## src/ucrm_params.svh

```systemverilog
`ifndef UCRM_PARAMS_SVH
`define UCRM_PARAMS_SVH

// ----------------------------------------------------------------
// register addresses on the three address lines
// ----------------------------------------------------------------
`define UCRM_ADR_DATA 3'h0
`define UCRM_ADR_IER 3'h1
`define UCRM_ADR_ISR 3'h2
`define UCRM_ADR_LCR 3'h3
`define UCRM_ADR_MCR 3'h4
`define UCRM_ADR_LSR 3'h5
`define UCRM_ADR_MSR 3'h6
`define UCRM_ADR_SPR 3'h7

// ----------------------------------------------------------------
// special values and field positions
// ----------------------------------------------------------------
`define UCRM_LCR_ENH 8'hBF
`define UCRM_LCR_DLAB 7
`define UCRM_FEATURE_CONTROL_SWAP 6
`define UCRM_EFR_ENH 4
`define UCRM_AFR_CONC 0
`define UCRM_MCR_LOOP 4
`define UCRM_ENHANCED_MODE_SELECT_CNT_TX 2'h1

// ----------------------------------------------------------------
// reset values
// ----------------------------------------------------------------
`define UCRM_RST_ZERO 8'h00
`define UCRM_RST_SPR 8'hFF
`define UCRM_RST_ENHANCED_MODE_SELECT 8'h80

`endif

```

## src/ucrm_pkg.sv

```systemverilog
package ucrm_pkg;

    // ----------------------------------------------------------------
    // register bank state
    // ----------------------------------------------------------------
    typedef struct packed {
        logic [7:0] line_control;
        logic [7:0] irq_enable;
        logic [7:0] modem_control;
        logic [7:0] dll;
        logic [7:0] divisor_high;
        logic [7:0] alt_function;
        logic [7:0] scratch_pad;
        logic [7:0] enhanced_mode_select;
        logic [7:0] feature_control;
        logic [7:0] extra_function_reg;
        logic fifo_en;
        logic dma;
        logic [1:0] tx_trig;
        logic [1:0] rx_trig;
        logic [7:0] rdata;
        logic [7:0] tx_data;
        logic tx_load;
        logic rx_read;
        logic rx_rst;
        logic tx_rst;
    } ucrm_state_t;

    // ----------------------------------------------------------------
    // change detector state
    // ----------------------------------------------------------------
    typedef struct packed {
        logic prev;
        logic armed;
        logic flag;
    } ucrm_delta_t;

endpackage : ucrm_pkg

```

## src/ucrm_sync.sv

```systemverilog
`timescale 1ns/1ns

module ucrm_sync #(
    parameter int W = 4
) (
    input wire logic sys_clk_i,
    input wire logic rst_n_i,
    input wire logic [W-1:0] async_i,
    output logic [W-1:0] sync_o
);
    import ucrm_pkg::*;

    logic [W-1:0] meta_r;
    logic [W-1:0] sync_r;

    // elaboration check on width
    if (W < 1) begin : g_chk
        $error("ucrm_sync width must be at least one");
    end

    // two flops, pins idle high
    always_ff @(posedge sys_clk_i) begin
        if (!rst_n_i) begin
            meta_r <= '1;
            sync_r <= '1;
        end else begin
            meta_r <= async_i;
            sync_r <= meta_r;
        end
    end

    assign sync_o = sync_r;

endmodule : ucrm_sync

```

## src/ucrm_delta.sv

```systemverilog
`timescale 1ns/1ns

module ucrm_delta (
    input wire logic sys_clk_i,
    input wire logic rst_n_i,
    input wire logic level_i,
    input wire logic clear_i,
    output logic delta_o
);
    import ucrm_pkg::*;

    ucrm_delta_t q;
    ucrm_delta_t n;

    // sticky change flag, a change in the clear cycle wins
    always_comb begin
        n = q;
        n.prev = level_i;
        n.armed = 1'b1;
        if (clear_i) begin
            n.flag = 1'b0;
        end
        if (q.armed && (level_i != q.prev)) begin
            n.flag = 1'b1;
        end
    end

    always_ff @(posedge sys_clk_i) begin
        if (!rst_n_i) begin
            q <= '0;
        end else begin
            q <= n;
        end
    end

    assign delta_o = q.flag;
endmodule : ucrm_delta

```

## src/ucrm_regs.sv

```systemverilog
`timescale 1ns/1ns
`include "ucrm_params.svh"

// Operation
// - At address 000 with divisor access off, reads give the receive byte and writes load the transmit byte.
// - With divisor access on and line control not 0xBF, 000/001/010 reach divisor low, divisor high and alternate function; a zero divisor reads as the IDs.
// - At 111 with line control not 0xBF and feature bit 6 clear, a read/write scratch byte is kept.
// - At 111 with line control not 0xBF and feature bit 6 set, writes load enhanced mode select and reads return the FIFO level.
// - At 010 reads give interrupt status and writes set FIFO enable, resets, DMA mode and triggers.
// - Interrupt status shows the source code in bits 5:0 (5:4 enhanced only) and FIFO enable in 7:6.
// - Interrupt enable bits 3:0 gate receive, transmit empty, line status and modem status; 7:4 enhanced.
// - Line control holds word length, stop bits, parity enable, even, forced parity, break and divisor access.
// - Modem control drives terminal ready, request to send, user output two, loopback and enhanced modes.
// - Line status reports ready, overrun, parity, framing, break, holding empty, all empty and FIFO error.
// - Modem status 3:0 flag changes of clear-to-send, set-ready, ring and carrier; 7:4 give their state.
// - Alternate function holds concurrent write, baud clock select and receive-ready select; 7:3 reserved.
// - Enhanced mode select holds count select, direction inversion, hysteresis, error timing and sampling.
// - Enhanced-only bits are reachable only while the enhanced enable bit 4 is set, else read zero.
module ucrm_regs #(
    parameter logic CHANNEL_SEL = 1'b0,
    parameter logic [7:0] REVISION_ID = 8'h01, // arbitrary value
    parameter logic [7:0] DEVICE_ID = 8'h5C // arbitrary value
) (
    input wire logic sys_clk_i,
    input wire logic rst_n_i,
    // host bus
    input wire logic chip_sel_n_i,
    input wire logic channel_pick_i,
    input wire logic [2:0] addr_i,
    input wire logic wr_i,
    input wire logic rd_i,
    input wire logic [7:0] wdata_i,
    output logic [7:0] rdata_o,
    // datapath side
    input wire logic [7:0] rx_holding_i,
    output logic rx_read_o,
    output logic [7:0] tx_holding_o,
    output logic tx_load_o,
    input wire logic [5:0] irq_source_i,
    input wire logic [7:0] line_status_i,
    input wire logic [7:0] rx_count_i,
    input wire logic [7:0] tx_count_i,
    // configuration
    output logic [7:0] line_control_o,
    output logic [7:0] irq_enable_o,
    output logic [15:0] divisor_o,
    output logic fifo_enable_o,
    output logic rx_fifo_reset_o,
    output logic tx_fifo_reset_o,
    output logic dma_mode_o,
    output logic [1:0] tx_trigger_o,
    output logic [1:0] rx_trigger_o,
    output logic [7:0] alt_function_o,
    output logic [7:0] enhanced_mode_o,
    output logic [7:0] feature_control_o,
    output logic [7:0] extra_function_o,
    output logic loopback_o,
    output logic resume_on_any_char_o,
    output logic ir_mode_o,
    output logic prescaler_o,
    // modem pins
    input wire logic cts_n_i,
    input wire logic dsr_n_i,
    input wire logic incoming_call_n_i,
    input wire logic carrier_n_i,
    output logic dtr_n_o,
    output logic request_send_out_n_o,
    output logic user_out_two_n_o
);
    import ucrm_pkg::*;

    ucrm_state_t q;
    ucrm_state_t n;
    logic enh_space;
    logic dlab;
    logic swap;
    logic efr_on;
    logic sel_hit;
    logic wr_hit;
    logic rd_hit;
    logic zero_div;
    logic msr_clear;
    logic [7:0] rd_val;
    logic [3:0] pin_sync;
    logic [3:0] modem_lvl;
    logic [3:0] modem_delta;

    // ----------------------------------------------------------------
    // access decode
    // ----------------------------------------------------------------

    // mode selection from line control and feature bits
    assign enh_space = (q.line_control == `UCRM_LCR_ENH);
    assign dlab = q.line_control[`UCRM_LCR_DLAB] && !enh_space;
    assign swap = q.feature_control[`UCRM_FEATURE_CONTROL_SWAP];
    assign efr_on = q.extra_function_reg[`UCRM_EFR_ENH];
    assign zero_div = (q.dll == 8'h00) && (q.divisor_high == 8'h00);

    // channel pick; concurrent write lets either pick land here
    assign sel_hit = !chip_sel_n_i && (channel_pick_i == CHANNEL_SEL);
    assign wr_hit = wr_i && !chip_sel_n_i
        && ((channel_pick_i == CHANNEL_SEL) || q.alt_function[`UCRM_AFR_CONC]);
    assign rd_hit = rd_i && sel_hit;
    assign msr_clear = rd_hit && (addr_i == `UCRM_ADR_MSR) && !enh_space;

    // ----------------------------------------------------------------
    // modem inputs
    // ----------------------------------------------------------------

    // pins pass two flops first
    ucrm_sync #(
        .W(4)
    ) u_sync (
        .sys_clk_i(sys_clk_i),
        .rst_n_i(rst_n_i),
        .async_i({carrier_n_i, incoming_call_n_i, dsr_n_i, cts_n_i}),
        .sync_o(pin_sync)
    );

    // active-high levels, looped back from modem control in loopback
    always_comb begin
        if (q.modem_control[`UCRM_MCR_LOOP]) begin
            modem_lvl = {q.modem_control[3], q.modem_control[2], q.modem_control[0], q.modem_control[1]};
        end else begin
            modem_lvl = ~pin_sync;
        end
    end

    // one change detector per input
    for (genvar i = 0; i < 4; i++) begin : g_delta
        ucrm_delta u_delta (
            .sys_clk_i(sys_clk_i),
            .rst_n_i(rst_n_i),
            .level_i(modem_lvl[i]),
            .clear_i(msr_clear),
            .delta_o(modem_delta[i])
        );
    end

    // ----------------------------------------------------------------
    // read multiplexer
    // ----------------------------------------------------------------
    always_comb begin
        rd_val = 8'h00;
        unique case (addr_i)
            `UCRM_ADR_DATA: begin
                if (enh_space) begin
                    rd_val = 8'h00; // trigger/count space not held here
                end else if (dlab) begin
                    rd_val = zero_div ? REVISION_ID : q.dll;
                end else begin
                    rd_val = rx_holding_i;
                end
            end
            `UCRM_ADR_IER: begin
                if (enh_space) begin
                    rd_val = q.feature_control;
                end else if (dlab) begin
                    rd_val = zero_div ? DEVICE_ID : q.divisor_high;
                end else begin
                    rd_val = {efr_on ? q.irq_enable[7:4] : 4'h0, q.irq_enable[3:0]};
                end
            end
            `UCRM_ADR_ISR: begin
                if (enh_space) begin
                    rd_val = q.extra_function_reg;
                end else if (dlab) begin
                    rd_val = q.alt_function;
                end else begin
                    rd_val = {q.fifo_en, q.fifo_en,
                        efr_on ? irq_source_i[5:4] : 2'h0,
                        irq_source_i[3:0]};
                end
            end
            `UCRM_ADR_LCR: begin
                rd_val = q.line_control;
            end
            `UCRM_ADR_MCR: begin
                if (!enh_space) begin
                    rd_val = {efr_on ? q.modem_control[7:5] : 3'h0, q.modem_control[4:0]};
                end
            end
            `UCRM_ADR_LSR: begin
                if (!enh_space) begin
                    rd_val = line_status_i;
                end
            end
            `UCRM_ADR_MSR: begin
                if (!enh_space) begin
                    rd_val = {modem_lvl[3], modem_lvl[2], modem_lvl[1], modem_lvl[0],
                        modem_delta};
                end
            end
            `UCRM_ADR_SPR: begin
                if (enh_space) begin
                    rd_val = 8'h00;
                end else if (swap) begin
                    rd_val = (q.enhanced_mode_select[1:0] == `UCRM_ENHANCED_MODE_SELECT_CNT_TX) ?
                        tx_count_i : rx_count_i;
                end else begin
                    rd_val = q.scratch_pad;
                end
            end
        endcase
    end

    // ----------------------------------------------------------------
    // next state
    // ----------------------------------------------------------------
    always_comb begin
        n = q;
        n.tx_load = 1'b0;
        n.rx_read = 1'b0;
        n.rx_rst = 1'b0;
        n.tx_rst = 1'b0;
        // register writes
        if (wr_hit) begin
            unique case (addr_i)
                `UCRM_ADR_DATA: begin
                    if (dlab) begin
                        n.dll = wdata_i;
                    end else if (!enh_space) begin
                        n.tx_data = wdata_i;
                        n.tx_load = 1'b1;
                    end
                end
                `UCRM_ADR_IER: begin
                    if (enh_space) begin
                        n.feature_control = wdata_i;
                    end else if (dlab) begin
                        n.divisor_high = wdata_i;
                    end else begin
                        n.irq_enable = {efr_on ? wdata_i[7:4] : 4'h0, wdata_i[3:0]};
                    end
                end
                `UCRM_ADR_ISR: begin
                    if (enh_space) begin
                        n.extra_function_reg = wdata_i;
                    end else if (dlab) begin
                        n.alt_function = {5'h00, wdata_i[2:0]};
                    end else begin
                        n.fifo_en = wdata_i[0];
                        n.rx_rst = wdata_i[1];
                        n.tx_rst = wdata_i[2];
                        n.dma = wdata_i[3];
                        n.tx_trig = efr_on ? wdata_i[5:4] : 2'h0;
                        n.rx_trig = wdata_i[7:6];
                    end
                end
                `UCRM_ADR_LCR: begin
                    n.line_control = wdata_i;
                end
                `UCRM_ADR_MCR: begin
                    if (!enh_space) begin
                        n.modem_control = {efr_on ? wdata_i[7:5] : 3'h0,
                            wdata_i[4:3], 1'b0, wdata_i[1:0]};
                    end
                end
                `UCRM_ADR_LSR: begin
                    n.tx_load = 1'b0; // writes here are ignored
                end
                `UCRM_ADR_MSR: begin
                    n.tx_load = 1'b0; // writes here are ignored
                end
                `UCRM_ADR_SPR: begin
                    if (!enh_space && swap) begin
                        n.enhanced_mode_select = {wdata_i[7:3], 1'b0, wdata_i[1:0]};
                    end else if (!enh_space) begin
                        n.scratch_pad = wdata_i;
                    end
                end
            endcase
        end
        // read data capture and read side effects
        if (rd_hit) begin
            n.rdata = rd_val;
            if ((addr_i == `UCRM_ADR_DATA) && !dlab && !enh_space) begin
                n.rx_read = 1'b1;
            end
        end
    end

    // ----------------------------------------------------------------
    // state register
    // ----------------------------------------------------------------
    always_ff @(posedge sys_clk_i) begin
        if (!rst_n_i) begin
            q <= '0;
            q.scratch_pad <= `UCRM_RST_SPR;
            q.enhanced_mode_select <= `UCRM_RST_ENHANCED_MODE_SELECT;
        end else begin
            q <= n;
        end
    end

    // ----------------------------------------------------------------
    // outputs
    // ----------------------------------------------------------------

    // bus and datapath
    assign rdata_o = q.rdata;
    assign rx_read_o = q.rx_read;
    assign tx_holding_o = q.tx_data;
    assign tx_load_o = q.tx_load;

    // configuration fields
    assign line_control_o = q.line_control;
    assign irq_enable_o = q.irq_enable;
    assign divisor_o = {q.divisor_high, q.dll};
    assign fifo_enable_o = q.fifo_en;
    assign rx_fifo_reset_o = q.rx_rst;
    assign tx_fifo_reset_o = q.tx_rst;
    assign dma_mode_o = q.dma;
    assign tx_trigger_o = q.tx_trig;
    assign rx_trigger_o = q.rx_trig;
    assign alt_function_o = q.alt_function;
    assign enhanced_mode_o = q.enhanced_mode_select;
    assign feature_control_o = q.feature_control;
    assign extra_function_o = q.extra_function_reg;
    assign loopback_o = q.modem_control[`UCRM_MCR_LOOP];
    assign resume_on_any_char_o = q.modem_control[5];
    assign ir_mode_o = q.modem_control[6];
    assign prescaler_o = q.modem_control[7];

    // modem outputs, held inactive during loopback
    assign dtr_n_o = loopback_o || !q.modem_control[0];
    assign request_send_out_n_o = loopback_o || !q.modem_control[1];
    assign user_out_two_n_o = loopback_o || !q.modem_control[3];
endmodule : ucrm_regs

```

## config.mk

```make
export PLATFORM = sky130hd
export DESIGN_NAME = ucrm_regs
export DESIGN_NICKNAME = d
export VERILOG_FILES = /design/src/ucrm_pkg.sv /design/src/ucrm_sync.sv /design/src/ucrm_delta.sv /design/src/ucrm_regs.sv
export VERILOG_INCLUDE_DIRS = /design/src
export SDC_FILE = /design/constraint.sdc
export NUM_CORES = 1
export LEC_CHECK = 0
export ABC_AREA = 1
export CAP_MARGIN = 20
export CORE_ASPECT_RATIO = 0.6
export CORE_UTILIZATION = 60
export CTS_CLUSTER_DIAMETER = 200
export CTS_CLUSTER_SIZE = 10
export DETAILED_ROUTE_END_ITERATION = 6
export DONT_BUFFER_PORTS = 1
export PLACE_DENSITY = 0.76
export SLEW_MARGIN = 20
export SYNTH_ARGS = -nofsm -noshare
export SYNTH_HDL_FRONTEND = slang
export SYNTH_HIERARCHICAL = 1
export SYNTH_SLANG_ARGS = --single-unit
```

## constraint.sdc

```tcl
create_clock -name sys_clk_i -period 1.9 [get_ports sys_clk_i]
set_input_delay 0.19 -clock sys_clk_i [delete_from_list [all_inputs] [get_ports sys_clk_i]]
set_output_delay 0.19 -clock sys_clk_i [all_outputs]
set_load 0.01 [all_outputs]
```

==> summary.txt <==
GRT
  – Pin count of the biggest net entering global routing: 86
  – GRT Util Overall: 0.351
  – GR Overflow Total: 0
  – First-pass GRT wire length: 27900 µm
  – Number of global-route vias before repair: 5193
  – Initial antenna violation count: 0

Detailed routing
  – Vias: 5660
  – DR WL/cell: approximately 19 µm
  – Routed vias/inst: 5.72
  – Final WL: roughly 18000 µm
  – 1st-iter DRT viols: 673
  – DRC errors left: 0
  – DRT antenna net count: 0
  – First-pass iteration count of the detailed router: 7

Yosys
  – Netlist Area Pre-Place: 6160 µm²
  – Fraction of registers with async set or reset after synthesis: 0
  – Post-synth top area share: 0.387
  – Cell count after synthesis: 894
  – Avg Synthesized Cell Area: 6.89 µm²
  – Top_reg_cell synth: dfxtp_1
  – Distinct cells, synth: 35
  – Largest area contributor in the synthesized netlist: dfxtp_1
  – Seq/Total Area, Yosys: 0.387
  – Yosys warning count: 6
  – Number of synthesized flops with an enable pin: 0
  – Yosys reg bits: approximately 120
  – Synth area leaders: dfxtp_1 (39%), nand2_1 (11%), buf_4 (11%), a21oi_1 (6.4%), nor2_1 (6.0%)

Timing
  – Final setup TNS: 0 ns
  – Max Clock Skew: 0.00879 ns
  – Tmin final: 1.86 ns
  – RSZ-0062 raised after global routing: yes
  – Slew HR: 0.495
  – Final Hold Fails: 0
  – Final setup viols: 0
  – Tcrit/Tclk final: 0.980
  – Max-slew violation total from the final report: 0
  – Worst slew pin tran: about 0.76 ns
  – Max Freq: 0.537 GHz

Critical path
  – Critical Path AT: 2.15 ns
  – Worst path slowest cell: nand2_1
  – Worst setup SP type: flip-flop
  – Crit path max fanout: 14
  – CP bufs+invs: 1
  – Reg2reg end: irq_enable_o[1]$_SDFFE_PN0P_
  – Critical-path cell list: o21a_1 -> inv_2 -> nor2_2 -> nand2_1 -> o21ai_0 -> a21oi_1
  – Worst setup path start: alt_function_o[0]$_SDFFE_PN0P_
  – R2R cell count: 6
  – CP top delay family: simple AND/OR/NAND/NOR gates
  – CP endpoint kind: flip-flop
  – Req. time, crit path: 2.19 ns
  – CP max stage delay: 0.38 ns
  – R2R setup slack: 0.04 ns
  – WS Path Type: reg2reg
  – R2r startpoint: alt_function_o[0]$_SDFFE_PN0P_

Clock network
  – CTS tree: built
  – Worst skew pair latency: 0.42 ns
  – CTS root buf: clkbuf_16
  – Clk pin slew, worst setup/hold paths: 0.06 ns
  – CTS max path bufs: 2
  – CTS HTree Levels: 4
  – Clock Sink Count: 119
  – Num CTS Buffers: 17

Layout
  – Multi-input gate area: 2580 µm²
  – Util after Layout: 0.656
  – Area taken by flip-flops and latches: 2380 µm²
  – Nets@finish: 899
  – FILL cells: 853
  – Fin cells: 989
  – Syn-to-layout area delta: 5.57%
  – Layout cells sized above 1: 0.117
  – Design area: about 6500 µm²

Outcome
  – Outcome: completed

Hold path
  – Hold Startpoint: wdata_i[2]
  – Worst Hold End: irq_enable_o[2]$_SDFFE_PN0P_
  – Hold depth: 2
  – Min-delay worst type: in2reg

Die
  – Full die area: ~11000 µm²
  – Site Rows: 28
  – Starting Density: 0.621
  – Die span in x: 133 µm
  – Die Y: about 80 µm
  – Core region area: just under 10000 µm²
  – Io pins: 156

Placement
  – GPL Wtd Cong: 1.03
  – Placed Cells incl. Taps: 940
  – Port buffer count: 0
  – Detail Placement HPWL: 12900 µm
  – Placed instance area: around 5700 µm²

Power and ir drop
  – Worst vdd ir: 0.654 mV
  – Pwr/cell area: 949 nW/µm²
  – Leakage: 2.82 nW

Run
  – Max-cap violations: 0
-- cell usage after synthesis, types with 7 or more instances --
| cell type | count |
|---|---|
| a21oi_1 | 79 |
| a22oi_1 | 8 |
| buf_4 | 89 |
| clkbuf_1 | 18 |
| dfxtp_1 | 119 |
| inv_1 | 96 |
| inv_2 | 12 |
| nand2_1 | 187 |
| nand3_1 | 57 |
| nor2_1 | 99 |
| o211ai_1 | 7 |
| o21ai_0 | 62 |
-- per-layer routing --
| layer | GRT usage | vias to the layer above | share of wire |
|---|---|---|---|
| li1 | - | 2644 | - |
| met1 | 0.474 | 2615 | 0.43 |
| met2 | 0.515 | 354 | 0.42 |
| met3 | 0.107 | 47 | 0.12 |
| met4 | 0.149 | 0 | 0.022 |
| met5 | 0 | - | 0 |
-- where the power goes --
part / leakage (nW) / internal [mW] / switching, mW
clock: 0.287 / 2.06 / 1.19
sequential: 0.964 / 2.54 / 0.0296
combinational: 1.57 / 0.108 / 0.247
-- metrics by stage --
| stage | power [mW] | hold WS (ns) | worst slack [ns] |
|---|---|---|---|
| after floorplan | 2.86 | 0.218 | 0.471 |
| after global placement | 2.87 | 0.221 | 0.215 |
| after detailed placement | 2.87 | 0.221 | 0.132 |
| after CTS | 6.16 | 0.000599 | 0.115 |
| after global routing | 6.33 | 0.00829 | -0.00884 |
| final | 6.17 | 0.00536 | 0.0386 |
-- state kept, by name, summed over array words and instances, names as in the netlist, 2 cells and up --
signal                   flops
divisor_o                   16
q                           11
extra_function_o             8
feature_control_o            8
g_delta.u_delta/q            8
irq_enable_o                 8
line_control_o               8
rdata_o                      8
tx_holding_o                 8
enhanced_mode_o              7
g_delta.u_delta/delta_o      4
u_sync/meta_r                4
u_sync/sync_o                4
alt_function_o               3
rx_trigger_o                 2
tx_trigger_o                 2
-- how the worst max path moves through the flow --
stage | endpoint | cells after the start
after global placement | rdata_o[3]$_SDFFE_PN0P_ | 13
after global routing | feature_control_o[2]$_SDFFE_PN0P_ | 7
final | irq_enable_o[1]$_SDFFE_PN0P_ | 6
after floorplan | g_delta[0].u_delta/delta_o$_SDFFE_PN0P_ | 11
after detailed placement | irq_enable_o[1]$_SDFFE_PN0P_ | 6
after CTS | irq_enable_o[1]$_SDFFE_PN0P_ | 6
-- placed cells by master, fill, tap and decap left out, drive strengths merged, types with 7 or more instances in the layout --
cell,count
nor2,107
a21oi,83
buf,27
o211ai,7
clkbuf,21
nand3,63
dfxtp,119
dlygate4sd3,13
o21ai,68
a22oi,8
nand2,193
inv,108
-- cell type report --
class / instances / area share
clock buffer: 21 / 0.0739
timing repair buffer: 40 / 0.0548
sequential: 119 / 0.366
clock inverter: 11 / 0.0189
tap: 135 / 0.0260
multi-input combinational: 553 / 0.397
inverter: 109 / 0.0629
antenna: 1 / 0.000385
-- cell families (layout without fill, tap and decap cells) --
group / Yosys count / count (layout) / share of synthesized area
AND/OR/NAND/NOR: 375 / 375 / 0.264
buffers and inverters: 227 / 181 / 0.199
AO/OA/AOI/OAI: 172 / 172 / 0.150
flip-flops: 119 / 119 / 0.387
other: 1 / 7 / 0.000609
-- timing repair --
item,in CTS,in global routing
setup buffers,0,2
hold buffers,14,0
resized for setup,0,3
endpoints found under the setup margin,0,17
endpoints found under the hold margin,105,0
-- worst reg2reg max path, stage by stage, from the launching register on --
cell     delay (ns)
dfxtp_1        0.34
o21a_1         0.27
inv_2          0.15
nor2_2         0.24
nand2_1        0.38
o21ai_0        0.28
a21oi_1        0.06
Power figures use the tool's default switching activity.
